## src/jlps_pkg.sv

```systemverilog
/*
 Constants for the link parameter and status register slice: register
 indices, field positions, reset values and comma codes.
 Assumes an APB slave that places each register at byte address 4 * index.
*/
// Function
// - the programmed 8-bit link identifier is sent as the device ID in the second ILA multiframe.
// - end-of-frame select 0 gives K28.7, 1 gives K28.1, 2 gives K28.5, and 3 is reserved.
// - status bit 6 is high while the link is up and low otherwise.
// - status bit 5 follows the sync level: 0 while sync is asserted, 1 while deasserted.
// - status bit 4 is set whenever SYSREF shifts the block, frame or multiframe clock phase.
// - writing a 1 to status bit 4 or bit 3 clears that flag.
// - status bit 3 is set by the first SYSREF event after the encoder is enabled.
// - status bit 2 is high while the SerDes PLL is locked.
// - status bit 0 is high while the converter PLL is locked.
package jlps_pkg;
   // register indices; byte address is index * 4
   localparam logic [9:0] LINK_ID_IDX = 10'h206;
   localparam logic [9:0] EOF_SEL_IDX = 10'h207;
   localparam logic [9:0] STATUS_IDX = 10'h208;
   localparam logic [9:0] CTRL_IDX = 10'h218;
   localparam logic [9:0] IMASK_IDX = 10'h219;
   localparam int ADDR_W = 12;
   // status field positions
   localparam int ST_LINK_UP = 6;
   localparam int ST_SYNC = 5;
   localparam int ST_REALIGNED = 4;
   localparam int ST_MULTIFRAME_PHASE_SET = 3;
   localparam int ST_SPLL = 2;
   localparam int ST_CPLL = 0;
   // control field positions
   localparam int CTRL_ENC_EN = 0;
   localparam int CTRL_8B10B = 1;
   // reset values
   localparam logic [7:0] LINK_ID_RST = 8'h00;
   localparam logic [7:0] EOF_SEL_RST = 8'h00;
   localparam logic [1:0] CTRL_RST = 2'h0;
   localparam logic [1:0] IMASK_RST = 2'h0;
   // end-of-frame select codes and comma characters
   localparam logic [1:0] SEL_K28_7 = 2'h0;
   localparam logic [1:0] SEL_K28_1 = 2'h1;
   localparam logic [1:0] SEL_K28_5 = 2'h2;
   localparam logic [7:0] K28_7 = 8'hFC;
   localparam logic [7:0] K28_1 = 8'h3C;
   localparam logic [7:0] K28_5 = 8'hBC;
   // ila multiframe index that carries the device id (second one)
   localparam logic [1:0] ILA_DID_MF = 2'h1;
endpackage

```

## src/jlps_link_if.sv

```systemverilog
/*
 Configuration carried from the register slice to the transmit-side
 character generator. Both ends run on the same clock.
*/
`timescale 1ns/100ps
interface jlps_link_if;
   logic [7:0] link_identifier;
   logic [1:0] frame_end_char_sel;
   logic link_encoder_enable;
   logic mode_8b10b;
   modport regs (output link_identifier, output frame_end_char_sel,
                 output link_encoder_enable, output mode_8b10b);
   modport tx (input link_identifier, input frame_end_char_sel,
               input link_encoder_enable, input mode_8b10b);
endinterface

```

## src/jlps_char_gen.sv

```systemverilog
/*
 Turns the link configuration into the end-of-frame comma and the ILA
 device id byte. Assumes lane logic on the same clock marks ILA slots.
*/
`timescale 1ns/100ps
module jlps_char_gen (
   input wire logic clk,
   input wire logic rst_n,
   jlps_link_if.tx cfg,
   input wire logic [1:0] ila_mf_idx,
   input wire logic ila_did_slot,
   output logic [7:0] eof_char,
   output logic eof_insert_en,
   output logic [7:0] ila_did,
   output logic ila_did_valid
);
   typedef struct packed {
      logic [7:0] eof_char;
      logic eof_insert_en;
      logic [7:0] ila_did;
      logic ila_did_valid;
   } jlps_cg_st_t;

   jlps_cg_st_t st_ff;
   jlps_cg_st_t nxt_st;

   // comma selection and id placement
   always_comb begin
      nxt_st = st_ff;
      case (cfg.frame_end_char_sel)
         jlps_pkg::SEL_K28_7: nxt_st.eof_char = jlps_pkg::K28_7;
         jlps_pkg::SEL_K28_1: nxt_st.eof_char = jlps_pkg::K28_1;
         jlps_pkg::SEL_K28_5: nxt_st.eof_char = jlps_pkg::K28_5;
         default: nxt_st.eof_char = jlps_pkg::K28_7;
      endcase
      // reserved code and 64b/66b modes never insert a comma
      nxt_st.eof_insert_en = cfg.link_encoder_enable & cfg.mode_8b10b &
                             (cfg.frame_end_char_sel != 2'h3);
      nxt_st.ila_did = cfg.link_identifier;
      nxt_st.ila_did_valid = cfg.link_encoder_enable & ila_did_slot &
                             (ila_mf_idx == jlps_pkg::ILA_DID_MF);
   end

   // state register
   always_ff @(posedge clk) begin
      if (!rst_n) begin
         st_ff <= '0;
      end else begin
         st_ff <= nxt_st;
      end
   end

   assign eof_char = st_ff.eof_char;
   assign eof_insert_en = st_ff.eof_insert_en;
   assign ila_did = st_ff.ila_did;
   assign ila_did_valid = st_ff.ila_did_valid;
endmodule // jlps_char_gen

```

## src/jlps_regs.sv

```systemverilog
/*
 Link parameter and status register slice with an APB slave, sticky
 alignment flags, an interrupt output and the end-of-frame character
 generator. Assumes one clock; sync and pll lock pins are asynchronous,
 sysref and link-up indications come from logic on the same clock.
*/
`timescale 1ns/100ps
module jlps_regs (
   input wire logic clk,
   input wire logic rst_n,
   input wire logic psel,
   input wire logic penable,
   input wire logic pwrite,
   input wire logic [11:0] paddr,
   input wire logic [31:0] pwdata,
   output logic [31:0] prdata,
   output logic pready,
   output logic pslverr,
   input wire logic sync_n_pin,
   input wire logic serdes_pll_lock_pin,
   input wire logic converter_pll_lock_pin,
   input wire logic link_up,
   input wire logic sysref_event,
   input wire logic sysref_phase_shift,
   input wire logic [1:0] ila_mf_idx,
   input wire logic ila_did_slot,
   output logic irq,
   output logic link_encoder_enable,
   output logic mode_8b10b,
   output logic [7:0] eof_char,
   output logic eof_insert_en,
   output logic [7:0] ila_did,
   output logic ila_did_valid
);
   typedef struct packed {
      logic [7:0] link_identifier;
      logic [7:0] eof_sel;
      logic enc_en;
      logic mode_8b10b;
      logic realigned;
      logic multiframe_phase_set;
      logic armed;
      logic [1:0] imask;
      logic sync_s1;
      logic sync_s2;
      logic spll_s1;
      logic spll_s2;
      logic cpll_s1;
      logic cpll_s2;
      logic irq;
      logic [31:0] rdata;
      logic slverr;
   } jlps_regs_st_t;

   jlps_regs_st_t st_ff;
   jlps_regs_st_t nxt_st;
   jlps_link_if link_cfg ();

   // byte address of a register index
   function automatic logic hit(input logic [11:0] addr, input logic [9:0] idx);
      hit = (addr == {idx, 2'b00});
   endfunction

   // live and sticky bits as software sees them
   function automatic logic [7:0] status_word(input jlps_regs_st_t s, input logic up);
      logic [7:0] w;
      w = 8'h00;
      w[jlps_pkg::ST_LINK_UP] = up;
      w[jlps_pkg::ST_SYNC] = s.sync_s2;
      w[jlps_pkg::ST_REALIGNED] = s.realigned;
      w[jlps_pkg::ST_MULTIFRAME_PHASE_SET] = s.multiframe_phase_set;
      w[jlps_pkg::ST_SPLL] = s.spll_s2;
      w[jlps_pkg::ST_CPLL] = s.cpll_s2;
      status_word = w;
   endfunction

   logic setup_ph;
   logic wr_acc;
   logic clr_realigned;
   logic clr_multiframe_phase_set;
   logic enc_rise;

   // apb phases; writes land at the access edge only
   assign setup_ph = psel & ~penable;
   assign wr_acc = psel & penable & pwrite;

   // write-one-to-clear strobes for the two sticky flags
   assign clr_realigned = wr_acc & hit(paddr, jlps_pkg::STATUS_IDX) &
                          pwdata[jlps_pkg::ST_REALIGNED];
   assign clr_multiframe_phase_set = wr_acc & hit(paddr, jlps_pkg::STATUS_IDX) &
                        pwdata[jlps_pkg::ST_MULTIFRAME_PHASE_SET];

   // encoder enable going from 0 to 1 on this write
   assign enc_rise = wr_acc & hit(paddr, jlps_pkg::CTRL_IDX) &
                     pwdata[jlps_pkg::CTRL_ENC_EN] & ~st_ff.enc_en;

   // next-state logic for the whole slice
   always_comb begin
      nxt_st = st_ff;

      // two-flop synchronisers; only the second stage is read
      nxt_st.sync_s1 = sync_n_pin;
      nxt_st.sync_s2 = st_ff.sync_s1;
      nxt_st.spll_s1 = serdes_pll_lock_pin;
      nxt_st.spll_s2 = st_ff.spll_s1;
      nxt_st.cpll_s1 = converter_pll_lock_pin;
      nxt_st.cpll_s2 = st_ff.cpll_s1;

      // plain read/write registers; no lock while enabled,
      // software is trusted to change these only when idle
      if (wr_acc && hit(paddr, jlps_pkg::LINK_ID_IDX)) begin
         nxt_st.link_identifier = pwdata[7:0];
      end
      if (wr_acc && hit(paddr, jlps_pkg::EOF_SEL_IDX)) begin
         nxt_st.eof_sel = pwdata[7:0];
      end
      if (wr_acc && hit(paddr, jlps_pkg::CTRL_IDX)) begin
         nxt_st.enc_en = pwdata[jlps_pkg::CTRL_ENC_EN];
         nxt_st.mode_8b10b = pwdata[jlps_pkg::CTRL_8B10B];
      end
      if (wr_acc && hit(paddr, jlps_pkg::IMASK_IDX)) begin
         nxt_st.imask = {pwdata[jlps_pkg::ST_REALIGNED], pwdata[jlps_pkg::ST_MULTIFRAME_PHASE_SET]};
      end

      // arm on enable, disarm on first sysref or on disable
      if (enc_rise) begin
         nxt_st.armed = 1'b1;
      end else if (!st_ff.enc_en || sysref_event) begin
         nxt_st.armed = 1'b0;
      end

      // sticky flags: a set in the clearing cycle wins
      nxt_st.realigned = (st_ff.realigned & ~clr_realigned) | sysref_phase_shift;
      nxt_st.multiframe_phase_set = (st_ff.multiframe_phase_set & ~clr_multiframe_phase_set) |
                       (sysref_event & st_ff.armed & st_ff.enc_en);

      // level interrupt from unmasked sticky flags
      nxt_st.irq = |({nxt_st.realigned, nxt_st.multiframe_phase_set} & nxt_st.imask);

      // read data and error are captured in setup, shown in access
      if (setup_ph) begin
         nxt_st.slverr = 1'b0;
         if (hit(paddr, jlps_pkg::LINK_ID_IDX)) begin
            nxt_st.rdata = {24'h000000, st_ff.link_identifier};
         end else if (hit(paddr, jlps_pkg::EOF_SEL_IDX)) begin
            nxt_st.rdata = {24'h000000, st_ff.eof_sel};
         end else if (hit(paddr, jlps_pkg::STATUS_IDX)) begin
            nxt_st.rdata = {24'h000000, status_word(st_ff, link_up)};
         end else if (hit(paddr, jlps_pkg::CTRL_IDX)) begin
            nxt_st.rdata = {30'h00000000, st_ff.mode_8b10b, st_ff.enc_en};
         end else if (hit(paddr, jlps_pkg::IMASK_IDX)) begin
            nxt_st.rdata = 32'h00000000;
            nxt_st.rdata[jlps_pkg::ST_REALIGNED] = st_ff.imask[1];
            nxt_st.rdata[jlps_pkg::ST_MULTIFRAME_PHASE_SET] = st_ff.imask[0];
         end else begin
            // unmapped: read zero and flag an error
            nxt_st.rdata = 32'h00000000;
            nxt_st.slverr = 1'b1;
         end
      end
   end

   // state register with synchronous reset
   always_ff @(posedge clk) begin
      if (!rst_n) begin
         st_ff <= '0;
         st_ff.link_identifier <= jlps_pkg::LINK_ID_RST;
         st_ff.eof_sel <= jlps_pkg::EOF_SEL_RST;
         {st_ff.mode_8b10b, st_ff.enc_en} <= jlps_pkg::CTRL_RST;
         st_ff.imask <= jlps_pkg::IMASK_RST;
      end else begin
         st_ff <= nxt_st;
      end
   end

   // zero-wait slave: ready in every access cycle
   assign pready = psel & penable;
   assign prdata = st_ff.rdata;
   assign pslverr = psel & penable & st_ff.slverr;
   assign irq = st_ff.irq;
   assign link_encoder_enable = st_ff.enc_en;
   assign mode_8b10b = st_ff.mode_8b10b;

   // configuration toward the character generator
   assign link_cfg.link_identifier = st_ff.link_identifier;
   assign link_cfg.frame_end_char_sel = st_ff.eof_sel[1:0];
   assign link_cfg.link_encoder_enable = st_ff.enc_en;
   assign link_cfg.mode_8b10b = st_ff.mode_8b10b;

   jlps_char_gen u_char_gen (
      .clk(clk),
      .rst_n(rst_n),
      .cfg(link_cfg.tx),
      .ila_mf_idx(ila_mf_idx),
      .ila_did_slot(ila_did_slot),
      .eof_char(eof_char),
      .eof_insert_en(eof_insert_en),
      .ila_did(ila_did),
      .ila_did_valid(ila_did_valid)
   );
endmodule // jlps_regs

```

## config.mk

```make
export PLATFORM = sky130hd
export DESIGN_NAME = jlps_regs
export DESIGN_NICKNAME = d
export VERILOG_FILES = /design/src/jlps_pkg.sv /design/src/jlps_link_if.sv /design/src/jlps_char_gen.sv /design/src/jlps_regs.sv
export SDC_FILE = /design/constraint.sdc
export NUM_CORES = 1
export LEC_CHECK = 0
export BUFFER_PORTS_ARGS = -buffer_cell sky130_fd_sc_hd__buf_4
export CORE_MARGIN = 10
export CORE_UTILIZATION = 46
export DETAILED_ROUTE_END_ITERATION = 8
export HOLD_SLACK_MARGIN = 0.03
export PLACE_DENSITY_LB_ADDON = 0.12
export SLEW_MARGIN = 20
export SYNTH_ARGS = -nofsm -noshare
export SYNTH_HDL_FRONTEND = slang
export SYNTH_SLANG_ARGS = --single-unit
```

## constraint.sdc

```tcl
create_clock -name clk -period 2 [get_ports clk]
set_input_delay 0.3 -clock clk [delete_from_list [all_inputs] [get_ports clk]]
set_output_delay 0.3 -clock clk [all_outputs]
set_load 0.03 [all_outputs]
```

==> results of run 1 <==
==> layout make-up <==
| class | count | area share (%) |
|---|---|---|
| Clock buffer | 5 | 2.34 |
| Clock inverter | 3 | 1.58 |
| Inverter | 3 | 0.383 |
| Multi-Input combinational cell | 185 | 38.9 |
| Sequential cell | 52 | 35.4 |
| Tap cell | 70 | 2.98 |
| Timing Repair Buffer | 72 | 18.4 |
==> stage by stage <==
stage | setup slack [ns] | hold WS (ns) | cell area [µm²]
4_1_cts | 0.448 | 0.130 | 2940
6_report | 0.452 | 0.141 | 2940
5_1_grt | 0.407 | 0.135 | 2940
3_5_place_dp | 0.122 | 0.420 | 2820
3_3_place_gp | 0.125 | 0.415 | 2820
2_1_floorplan | 0.290 | 0.328 | 2530
==> worst reg2reg max path, stage by stage (launching register included) <==
cell and delay (ns):
dfxtp_1 0.50, and3_1 0.20, o21ai_0 0.07, a41o_1 0.23, o22ai_1 0.14
==> logic make-up after synthesis <==
kind of cell	after synthesis	synth area share, %
simple gates	102	24.2
compound gates	45	13.2
buf+inv	54	14.2
mux	10	4.52
flops	52	42.7
other cells	1	0.154
fa+ha+maj	2	1.03
==> flip-flops by register name, summed over array words and instances, names as in the netlist <==
signal and cells:
link_encoder_enable 1, prdata 8, mode_8b10b 1, link_cfg.link_identifier 8
u_char_gen.eof_char 3, link_cfg.frame_end_char_sel 2, u_char_gen.ila_did 8, st_ff 15
u_char_gen.eof_insert_en 1, nxt_st 3, irq 1, u_char_gen.ila_did_valid 1
==> cell usage after synthesis (2+ instances only) <==
library cell  instances
nand3_1              23
nor2_1                5
buf_2                 3
a221oi_1              3
nor3b_1               3
nand4_1               4
and4_1                3
nor2b_1               7
clkbuf_1             10
buf_4                37
ha_1                  2
mux2i_1               2
a21boi_0             12
a211oi_1              3
nand2b_1              2
a21oi_1               6
and2_1               16
a21boi_1              7
and3_1                4
o21ai_0               6
dfxtp_1              52
nand2_1              24
mux2_2                8
o221ai_1              3
inv_1                 3
==> metal layers <==
metal  vias up  global-route usage, %
li1        970                      -
met2        72                   22.4
met3         4                   4.92
met4         0                   3.60
met5         -                      0
met1       866                   15.9
==> worst min path at each step <==
stage                          startpoint  depth (start not counted)  slack, ns                                  end
floorplan                           rst_n                          0       0.33    u_char_gen.eof_char[5]$_SDFF_PN0_
global placement    nxt_st[36]$_SDFF_PN0_                          1       0.41                 st_ff[36]$_SDFF_PN0_
detailed placement  nxt_st[36]$_SDFF_PN0_                          1       0.42                 st_ff[36]$_SDFF_PN0_
CTS                         ila_mf_idx[1]                          2       0.13  u_char_gen.ila_did_valid$_SDFF_PN0_
global route                ila_mf_idx[1]                          2       0.14  u_char_gen.ila_did_valid$_SDFF_PN0_
finish                      ila_mf_idx[1]                          2       0.14  u_char_gen.ila_did_valid$_SDFF_PN0_
==> power groups by stage <==
stage	registers, mW	clock network, mW	logic [mW]
3_3_place_gp	1.09	0	0.269
3_5_place_dp	1.09	0	0.270
2_1_floorplan	1.09	0	0.209
6_report	1.06	0.739	0.272
5_1_grt	1.07	0.806	0.292
4_1_cts	1.06	0.761	0.271
==> impl_metrics.csv, run 1 <==
group,metric,value,unit
sta,max_freq,0.646,GHz
setup_path,startpoint,"paddr[1]",
synthesis,synth_edf_count,0,
finish,fin_util,57.5,%
setup_path,critical-path-max-stage-delay,0.57,ns
clock_network,h-tree-depth,2,
setup_path,r2r-end,"irq$_SDFF_PN0_",
clock_network,clkTransAtPathRegs,0.10,ns
global_route,grt_max_degree,29,
clock_network,insertion_delay,0.30,ns
floorplanning,die_width,92.8,µm
clock_network,cts_tree,"yes",
sta,hold_viol_final,0,
power_and_ir_drop,p_total,2.07,mW
global_route,grt_pass1_vias,1919,
route,wl_per_cell,14.9,µm
setup_path,path_delay_family,"simple AND/OR/NAND/NOR gates",
sta,finalSetupViolCount,0,
finish,drive_above_1_share,29.7,%
clock_network,postCtsSetupBuffers,0,
setup_path,crit_path_top_delay_cell,"or4b_4",
setup_path,r2r_start,"link_encoder_enable$_SDFFE_PN0N_",
setup_path,cp_data_arrival_time,1.81,ns
sta,finalClockSkew,0.00607,ns
setup_path,crit_required,2.26,ns
floorplanning,coreArea,5110,µm²
route,drt_iter0_drc,115,
synthesis,syn_area,2440,µm²
placed_design,dp.final_hpwl,4.37,mm
clock_network,holdBufCountCts,0,
finish,multi_input_area,1140,µm²
finish,area_growth,20.6,%
synthesis,syn_inst,266,
route,dr_wl_met2,2.79,mm
worst_hold_path,hold_path_class,"input port to flop",
finish,final_common_cell,"buf_4",
floorplanning,die_h,92.8,µm
synthesis,syn_area_per_cell,9.16,µm²
synthesis,ys_top_cells_by_area,"dfxtp_1 (43%), buf_4 (11%), nand3_1 (4.7%)",
placed_design,io_buffers,62,
setup_path,worst_r2r_path_depth,4,
power_and_ir_drop,intPower,1.53,mW
route,dr.pass1.iters,4,
synthesis,yosysSeqAreaShare,42.7,%
clock_network,cts_made_buffers,5,
setup_path,crit_chain,"buf_4 -> or4_1 -> or4b_4 -> nor3b_2 -> o21a_1",
finish,ff_latch_area,1040,µm²
global_route,grt_use_total,13.4,%
synthesis,ys_types,43,
finish,num-fill-cells,479,
power_and_ir_drop,p_leak,1.26,nW
synthesis,yosysTopAreaCell,"dfxtp_1",
finish,final_cells,390,
route,wl_met3,418,µm
setup_path,critPathCapture,"st_ff[42]$_SDFFE_PN0P_",
setup_path,start_kind,"input port",
finish,layout_common_cells,"buf_4 (72), dfxtp_1 (52), conb_1 (26), nand2_1 (24), nand3_1 (23)",
power_and_ir_drop,p_sw,542,µW
power_and_ir_drop,power_frac_comb,13.1,%
global_route,grt_pass1_wl,9.38,mm
power_and_ir_drop,seq_power_share,51.3,%
clock_network,cts_resized,0,
synthesis,yosysWarnings,0,
sta,rsz0062_at_grt,"no",
floorplanning,ios,113,
synthesis,yosys_register_bits,52,
finish,n_antenna_cell,0,
outcome,status,"finished, final reports clean",
power_and_ir_drop,switching_share,26.1,%
route,vias,1912,
synthesis,async_reset_ff_share,0,%
finish,nets,379,
setup_path,end_kind,"flop",
floorplanning,fp-row-count,26,
global_route,grt_overflow,0,
setup_path,cp.buffers_inverters,1,
route,wl,5.82,mm
route,dr.max_layer_used,"met4",
global_route,grt_antenna_before_repair,0,
clock_network,root_buffer,"clkbuf_8",
setup_path,crit_type,"input port to flop",
route,drc,0,
floorplanning,fp.dieArea,8610,µm²
placed_design,globalplace.congestion,0.814,
sta,finalCritPeriodShare,77.4,%
clock_network,cts.sinks,52,
sta,fin_setup_tns,0,ns
job,cap_violations,0,
route,ant_nets,0,
sta,post-route-min-period,1.55,ns
power_and_ir_drop,p_per_area,705,nW/µm²
sta,slew_violations,0,
route,via_per_inst,4.90,
setup_path,cp_num_cells,5,
route,met1Wirelength,2.57,mm
power_and_ir_drop,irDropWorstVdd,357,µV
placed_design,dpl.cell_count,382,
power_and_ir_drop,p_clk_share,35.6,%
floorplanning,start_util,47.7,%
setup_path,r2r_slack,0.80,ns
setup_path,path_max_fanout,3,
synthesis,synthFlopType,"dfxtp_1",
synthesis,synth_top_area_share,42.7,%
clock_network,cts_buffer_depth,2,
(Power assumes the default switching activity.)
==> run 2, diff against run 1 <==
Settings changed: CORE_UTILIZATION 46 to 42.
Clock period 2 ns to 1.4 ns, I/O delays scaled along.
==> run 2 against run 1 <==
Net effect:
- the flow now finishes with violations (setup timing)
- wire length rose by 6.4%
- worst hold slack got worse by 0.080 ns
- clock skew shrank 0.0034 ns
- critical path depth unchanged
- register-to-register slack got worse by 0.55 ns
- cell count grew 4.4%
- largest power group unchanged
- combinational power grew 57%
==> impl_metrics.csv, run 2 (same netlist as run 1, synthesis figures left out) <==
group,metric,value,unit
route,wl_per_cell,15.2,µm
sta,post-route-min-period,1.42,ns
finish,layout_common_cells,"buf_4 (85), dfxtp_1 (52), conb_1 (26), nand2_1 (24), nand3_1 (23)",
setup_path,r2r_slack,0.25,ns
placed_design,globalplace.congestion,0.771,
setup_path,crit_required,1.65,ns
power_and_ir_drop,p_leak,1.36,nW
worst_hold_path,holdPathStages,2,
sta,finalClockSkew,0.00267,ns
floorplanning,fp-row-count,27,
finish,drive_above_1_share,34.0,%
floorplanning,fp.dieArea,9250,µm²
power_and_ir_drop,p_per_area,941,nW/µm²
finish,regMostFlops,"st_ff",
setup_path,r2r-end,"irq$_SDFF_PN0_",
placed_design,io_buffers,62,
job,cap_violations,0,
clock_network,cts.sinks,52,
outcome,status,"finished, violations left",
global_route,grt_overflow,0,
finish,nets,396,
sta,slew_violations,0,
setup_path,startpoint,"paddr[3]",
setup_path,end_kind,"flop",
floorplanning,start_util,43.7,%
sta,finalSetupViolCount,1,
sta,hold_viol_final,0,
finish,multi_input_area,1170,µm²
clock_network,h-tree-depth,2,
route,ant_nets,0,
worst_hold_path,hold_path_class,"input port to flop",
setup_path,start_kind,"input port",
clock_network,holdBufCountCts,0,
floorplanning,die_h,96.2,µm
finish,area_growth,26.9,%
clock_network,root_buffer,"clkbuf_8",
outcome,violations,"setup timing",
finish,num-fill-cells,534,
setup_path,critPathCapture,"st_ff[42]$_SDFFE_PN0P_",
clock_network,cts_buffer_depth,2,
finish,ff_latch_area,1040,µm²
global_route,grt_max_degree,27,
global_route,grt_use_total,13.6,%
clock_network,insertion_delay,0.29,ns
route,dr.pass1.iters,4,
global_route,grt_pass1_vias,2057,
clock_network,cts_tree,"yes",
placed_design,dp.final_hpwl,4.81,mm
global_route,grtUsageMet3,4.36,%
floorplanning,ios,113,
sta,setup_ws,-0.0229,ns
placed_design,pre_cts_ws,-0.350,ns
route,drc,0,
route,drt_iter0_drc,117,
finish,n_antenna_cell,0,
route,wl,6.19,mm
finish,fin_util,55.5,%
global_route,grt_use_met1,15.7,%
setup_path,cp_data_arrival_time,1.67,ns
global_route,grt_pass1_wl,9.98,mm
setup_path,crit_path_top_delay_cell,"or4bb_4",
finish,largest_reg_flops,15,
setup_path,path_max_fanout,3,
route,via_per_inst,4.92,
setup_path,crit_chain,"buf_4 -> or4bb_4 -> or4b_4 -> nor3b_2 -> o21a_1",
setup_path,worst_r2r_path_depth,4,
sta,max_freq,0.703,GHz
finish,final_common_cell,"buf_4",
global_route,busiest_layer,"met2",
finish,post-route-cell-area,3090,µm²
placed_design,post_dp_cell_area,2970,µm²
global_route,groute.layer.met2.usage,23.5,%
setup_path,crit_type,"input port to flop",
global_route,grt_antenna_before_repair,0,
clock_network,cts_made_buffers,5,
floorplanning,die_width,96.2,µm
sta,rsz0062_at_grt,"yes",
sta,finalCritPeriodShare,102,%
setup_path,critical-path-max-stage-delay,0.53,ns
floorplanning,coreArea,5570,µm²
setup_path,r2r_start,"link_encoder_enable$_SDFFE_PN0N_",
placed_design,dpl.cell_count,401,
finish,final_cells,407,
route,vias,2001,
power_and_ir_drop,p_total,2.91,mW
power_and_ir_drop,irDropWorstVdd,595,µV
clock_network,clkTransAtPathRegs,0.08,ns
run 2: cell types whose count changed in the layout (fill, tap and decap cells not counted), sizes merged:
cell / delta
inv: -1
buf: +17
clkinvlp: -1
run 2: final cells by class:
cell class	instances	share of cell area, %
clock inverters	1	0.971
well taps	72	2.91
clock buffers	5	2.23
inverters	3	0.364
repair buffers	89	22.1
multi-input cells	185	37.8
flip-flops and latches	52	33.7
run 2: worst max-delay path, delay by kind of cell:
kind / cells / cell delay [ns]
simple gates: 3 / 1.22
compound gates: 1 / 0.12
buf+inv: 1 / 0.12
run 2: what timing repair did:
item                       4_1_cts  5_1_grt
pin swaps                        0        3
hold endpoints to repair         0        0
setup endpoints to repair        1        9
gates resized for setup          2        5
setup buffers                    0        0
run 2: power breakdown:
group | total, mW | internal [mW] | switching [mW]
clock | 0.964 | 0.513 | 0.451
combinational | 0.427 | 0.170 | 0.258
sequential | 1.52 | 1.51 | 0.0131
run 2: routing by layer:
layer  part of all wire [%]  wire length, µm  vias to the layer above
met1                     43             2640                      937
met4                   0.78               48                        0
met5                      0                0                        -
met2                     49             3060                       59
li1                       -                -                     1001
met3                    7.0              436                        4
run 2: worst min-delay path by stage:
stage,startpoint,endpoint
after floorplan,rst_n,u_char_gen.eof_char[5]$_SDFF_PN0_
after global placement,ila_mf_idx[1],u_char_gen.ila_did_valid$_SDFF_PN0_
after detailed placement,ila_mf_idx[1],u_char_gen.ila_did_valid$_SDFF_PN0_
after CTS,ila_mf_idx[1],u_char_gen.ila_did_valid$_SDFF_PN0_
after global routing,ila_mf_idx[1],u_char_gen.ila_did_valid$_SDFF_PN0_
final,ila_mf_idx[1],u_char_gen.ila_did_valid$_SDFF_PN0_
run 2: per-stage QoR:
step / TNS (ns) / hold WS, ns
after CTS: -0.0130 / 0.0534
after floorplan: -0.394 / 0.238
final: -0.0229 / 0.0615
after global routing: -0.0873 / 0.0522
after global placement: -5.69 / 0.373
after detailed placement: -6.12 / 0.375
==> run 3, diff against run 2 <==
Settings changed: RECOVER_POWER set to 100, REMOVE_ABC_BUFFERS set to 1.
==> run 3 against run 2 <==
Net effect:
- the flow now finishes without violations
- critical path type unchanged
- total power up 1.9%
- global-route usage is 0.29 points higher
- sequential power barely moved
- die area is the same
- sequential cell count did not move
- non-clock buffer count is 2 higher
- wire length is 2.6% higher
==> impl_metrics.csv, run 3 (same netlist as run 1, synthesis figures left out) <==
group,metric,value,unit
sta,finalSetupViolCount,0,
clock_network,insertion_delay,0.30,ns
setup_path,cp_data_arrival_time,1.65,ns
placed_design,pre_cts_ws,-0.385,ns
placed_design,io_buffers,62,
setup_path,start_kind,"input port",
setup_path,crit_required,1.66,ns
route,via_per_inst,4.95,
setup_path,r2r_start,"link_cfg.link_identifier[6]$_SDFFE_PN0P_",
sta,rsz0062_at_grt,"yes",
sta,fin_setup_tns,0,ns
sta,finalCritPeriodShare,99.4,%
floorplanning,fp.dieArea,9250,µm²
floorplanning,die_width,96.2,µm
clock_network,root_buffer,"clkbuf_8",
route,wl_per_cell,15.4,µm
route,drc,0,
placed_design,globalplace.congestion,0.805,
floorplanning,fp-row-count,27,
placed_design,dp.final_hpwl,4.72,mm
route,dr.pass1.iters,4,
placed_design,post_dp_cell_area,2980,µm²
route,drt_iter0_drc,118,
job,cap_violations,0,
finish,num-fill-cells,547,
floorplanning,die_h,96.2,µm
clock_network,cts.sinks,52,
finish,regMostFlops,"st_ff",
setup_path,path_max_fanout,3,
finish,fin_util,53.8,%
setup_path,worst_r2r_path_depth,3,
sta,finalClockSkew,0.00442,ns
finish,drive_above_1_share,25.4,%
setup_path,r2r_slack,0.35,ns
global_route,grt_pass1_wl,10.1,mm
setup_path,end_kind,"flop",
finish,nets,398,
global_route,grt_use_total,13.8,%
clock_network,h-tree-depth,2,
finish,post-route-cell-area,3000,µm²
worst_hold_path,hold_path_class,"input port to flop",
sta,max_freq,0.719,GHz
clock_network,cts_tree,"yes",
setup_path,crit_type,"input port to flop",
finish,layout_common_cells,"buf_4 (55), dfxtp_1 (52), clkbuf_1 (29), conb_1 (26), nand2_1 (24)",
floorplanning,ios,113,
clock_network,cts_made_buffers,5,
power_and_ir_drop,irDropWorstVdd,406,µV
power_and_ir_drop,p_per_area,990,nW/µm²
global_route,grt_max_degree,25,
worst_hold_path,holdPathStages,2,
sta,hold_viol_final,0,
finish,final_common_cell,"buf_4",
worst_hold_path,holdPathEnd,"u_char_gen.ila_did_valid$_SDFF_PN0_",
route,ant_nets,0,
global_route,grt_pass1_vias,2078,
finish,ff_latch_area,1040,µm²
global_route,grt_overflow,0,
sta,post-route-min-period,1.39,ns
route,vias,2036,
finish,multi_input_area,1150,µm²
power_and_ir_drop,p_leak,1.25,nW
clock_network,clkTransAtPathRegs,0.09,ns
worst_hold_path,worst_hold_startpoint,"ila_mf_idx[1]",
clock_network,cts_buffer_depth,2,
route,wl,6.35,mm
sta,setup_ws,0.00879,ns
outcome,status,"finished, final reports clean",
global_route,grt_antenna_before_repair,0,
finish,area_growth,23.0,%
sta,slew_violations,0,
sta,fin_hold_ws,0.0559,ns
clock_network,holdBufCountCts,0,
floorplanning,coreArea,5570,µm²
finish,n_antenna_cell,0,
setup_path,r2r-end,"prdata[6]$_SDFFE_PN0P_",
floorplanning,start_util,43.7,%
finish,largest_reg_flops,15,
-- run 3: through the flow --
stage | std cells | total power, mW
4_1_cts | 411 | 3.01
6_report | 411 | 2.97
3_5_place_dp | 403 | 1.97
5_1_grt | 411 | 3.09
2_1_floorplan | 240 | 1.76
3_3_place_gp | 403 | 1.97
-- run 3: layer usage --
layer / global-route usage (%) / up-vias / wire length, µm
met5: 0 / - / 0
met4: 4.18 / 0 / 80
li1: - / 1009 / -
met3: 4.51 / 10 / 466
met1: 17.0 / 950 / 2820
met2: 22.5 / 67 / 2980
-- run 3: final cells by class --
cell class | instances | area share, %
Clock buffer | 6 | 2.42
Clock inverter | 2 | 1.29
Inverter | 3 | 0.376
Multi-Input combinational cell | 185 | 38.4
Sequential cell | 52 | 34.7
Tap cell | 72 | 3.01
Timing Repair Buffer | 91 | 19.8
-- run 3: worst max-delay path: stages --
cell and delay, ns:
buf_6 0.09, or4_4 0.52, or4b_4 0.55, nor3b_2 0.16
o21a_1 0.11
-- run 3: repair_timing --
item | 4_1_cts | 5_1_grt
gates resized for setup | 4 | 2
setup endpoints to repair | 1 | 5
pin swaps | 1 | 0
setup buffers | 0 | 0
-- run 3: worst max path at each step --
stage	depth (start not counted)	to	start	slack, ns
after CTS	5	st_ff[42]$_SDFFE_PN0P_	paddr[1]	0.002
after global placement	5	st_ff[42]$_SDFFE_PN0P_	paddr[1]	-0.36
final	5	st_ff[42]$_SDFFE_PN0P_	paddr[1]	0.009
after detailed placement	5	st_ff[42]$_SDFFE_PN0P_	paddr[1]	-0.38
after floorplan	4	prdata[6]$_SDFFE_PN0P_	paddr[1]	-0.24
after global routing	5	st_ff[42]$_SDFFE_PN0P_	paddr[1]	-0.03
-- run 3: report_power, final --
part / internal, mW / switching, mW / leakage, nW / total (mW)
Sequential: 1.51 / 0.0113 / 0.423 / 1.52
Combinational: 0.150 / 0.256 / 0.767 / 0.406
Clock: 0.541 / 0.502 / 0.0558 / 1.04
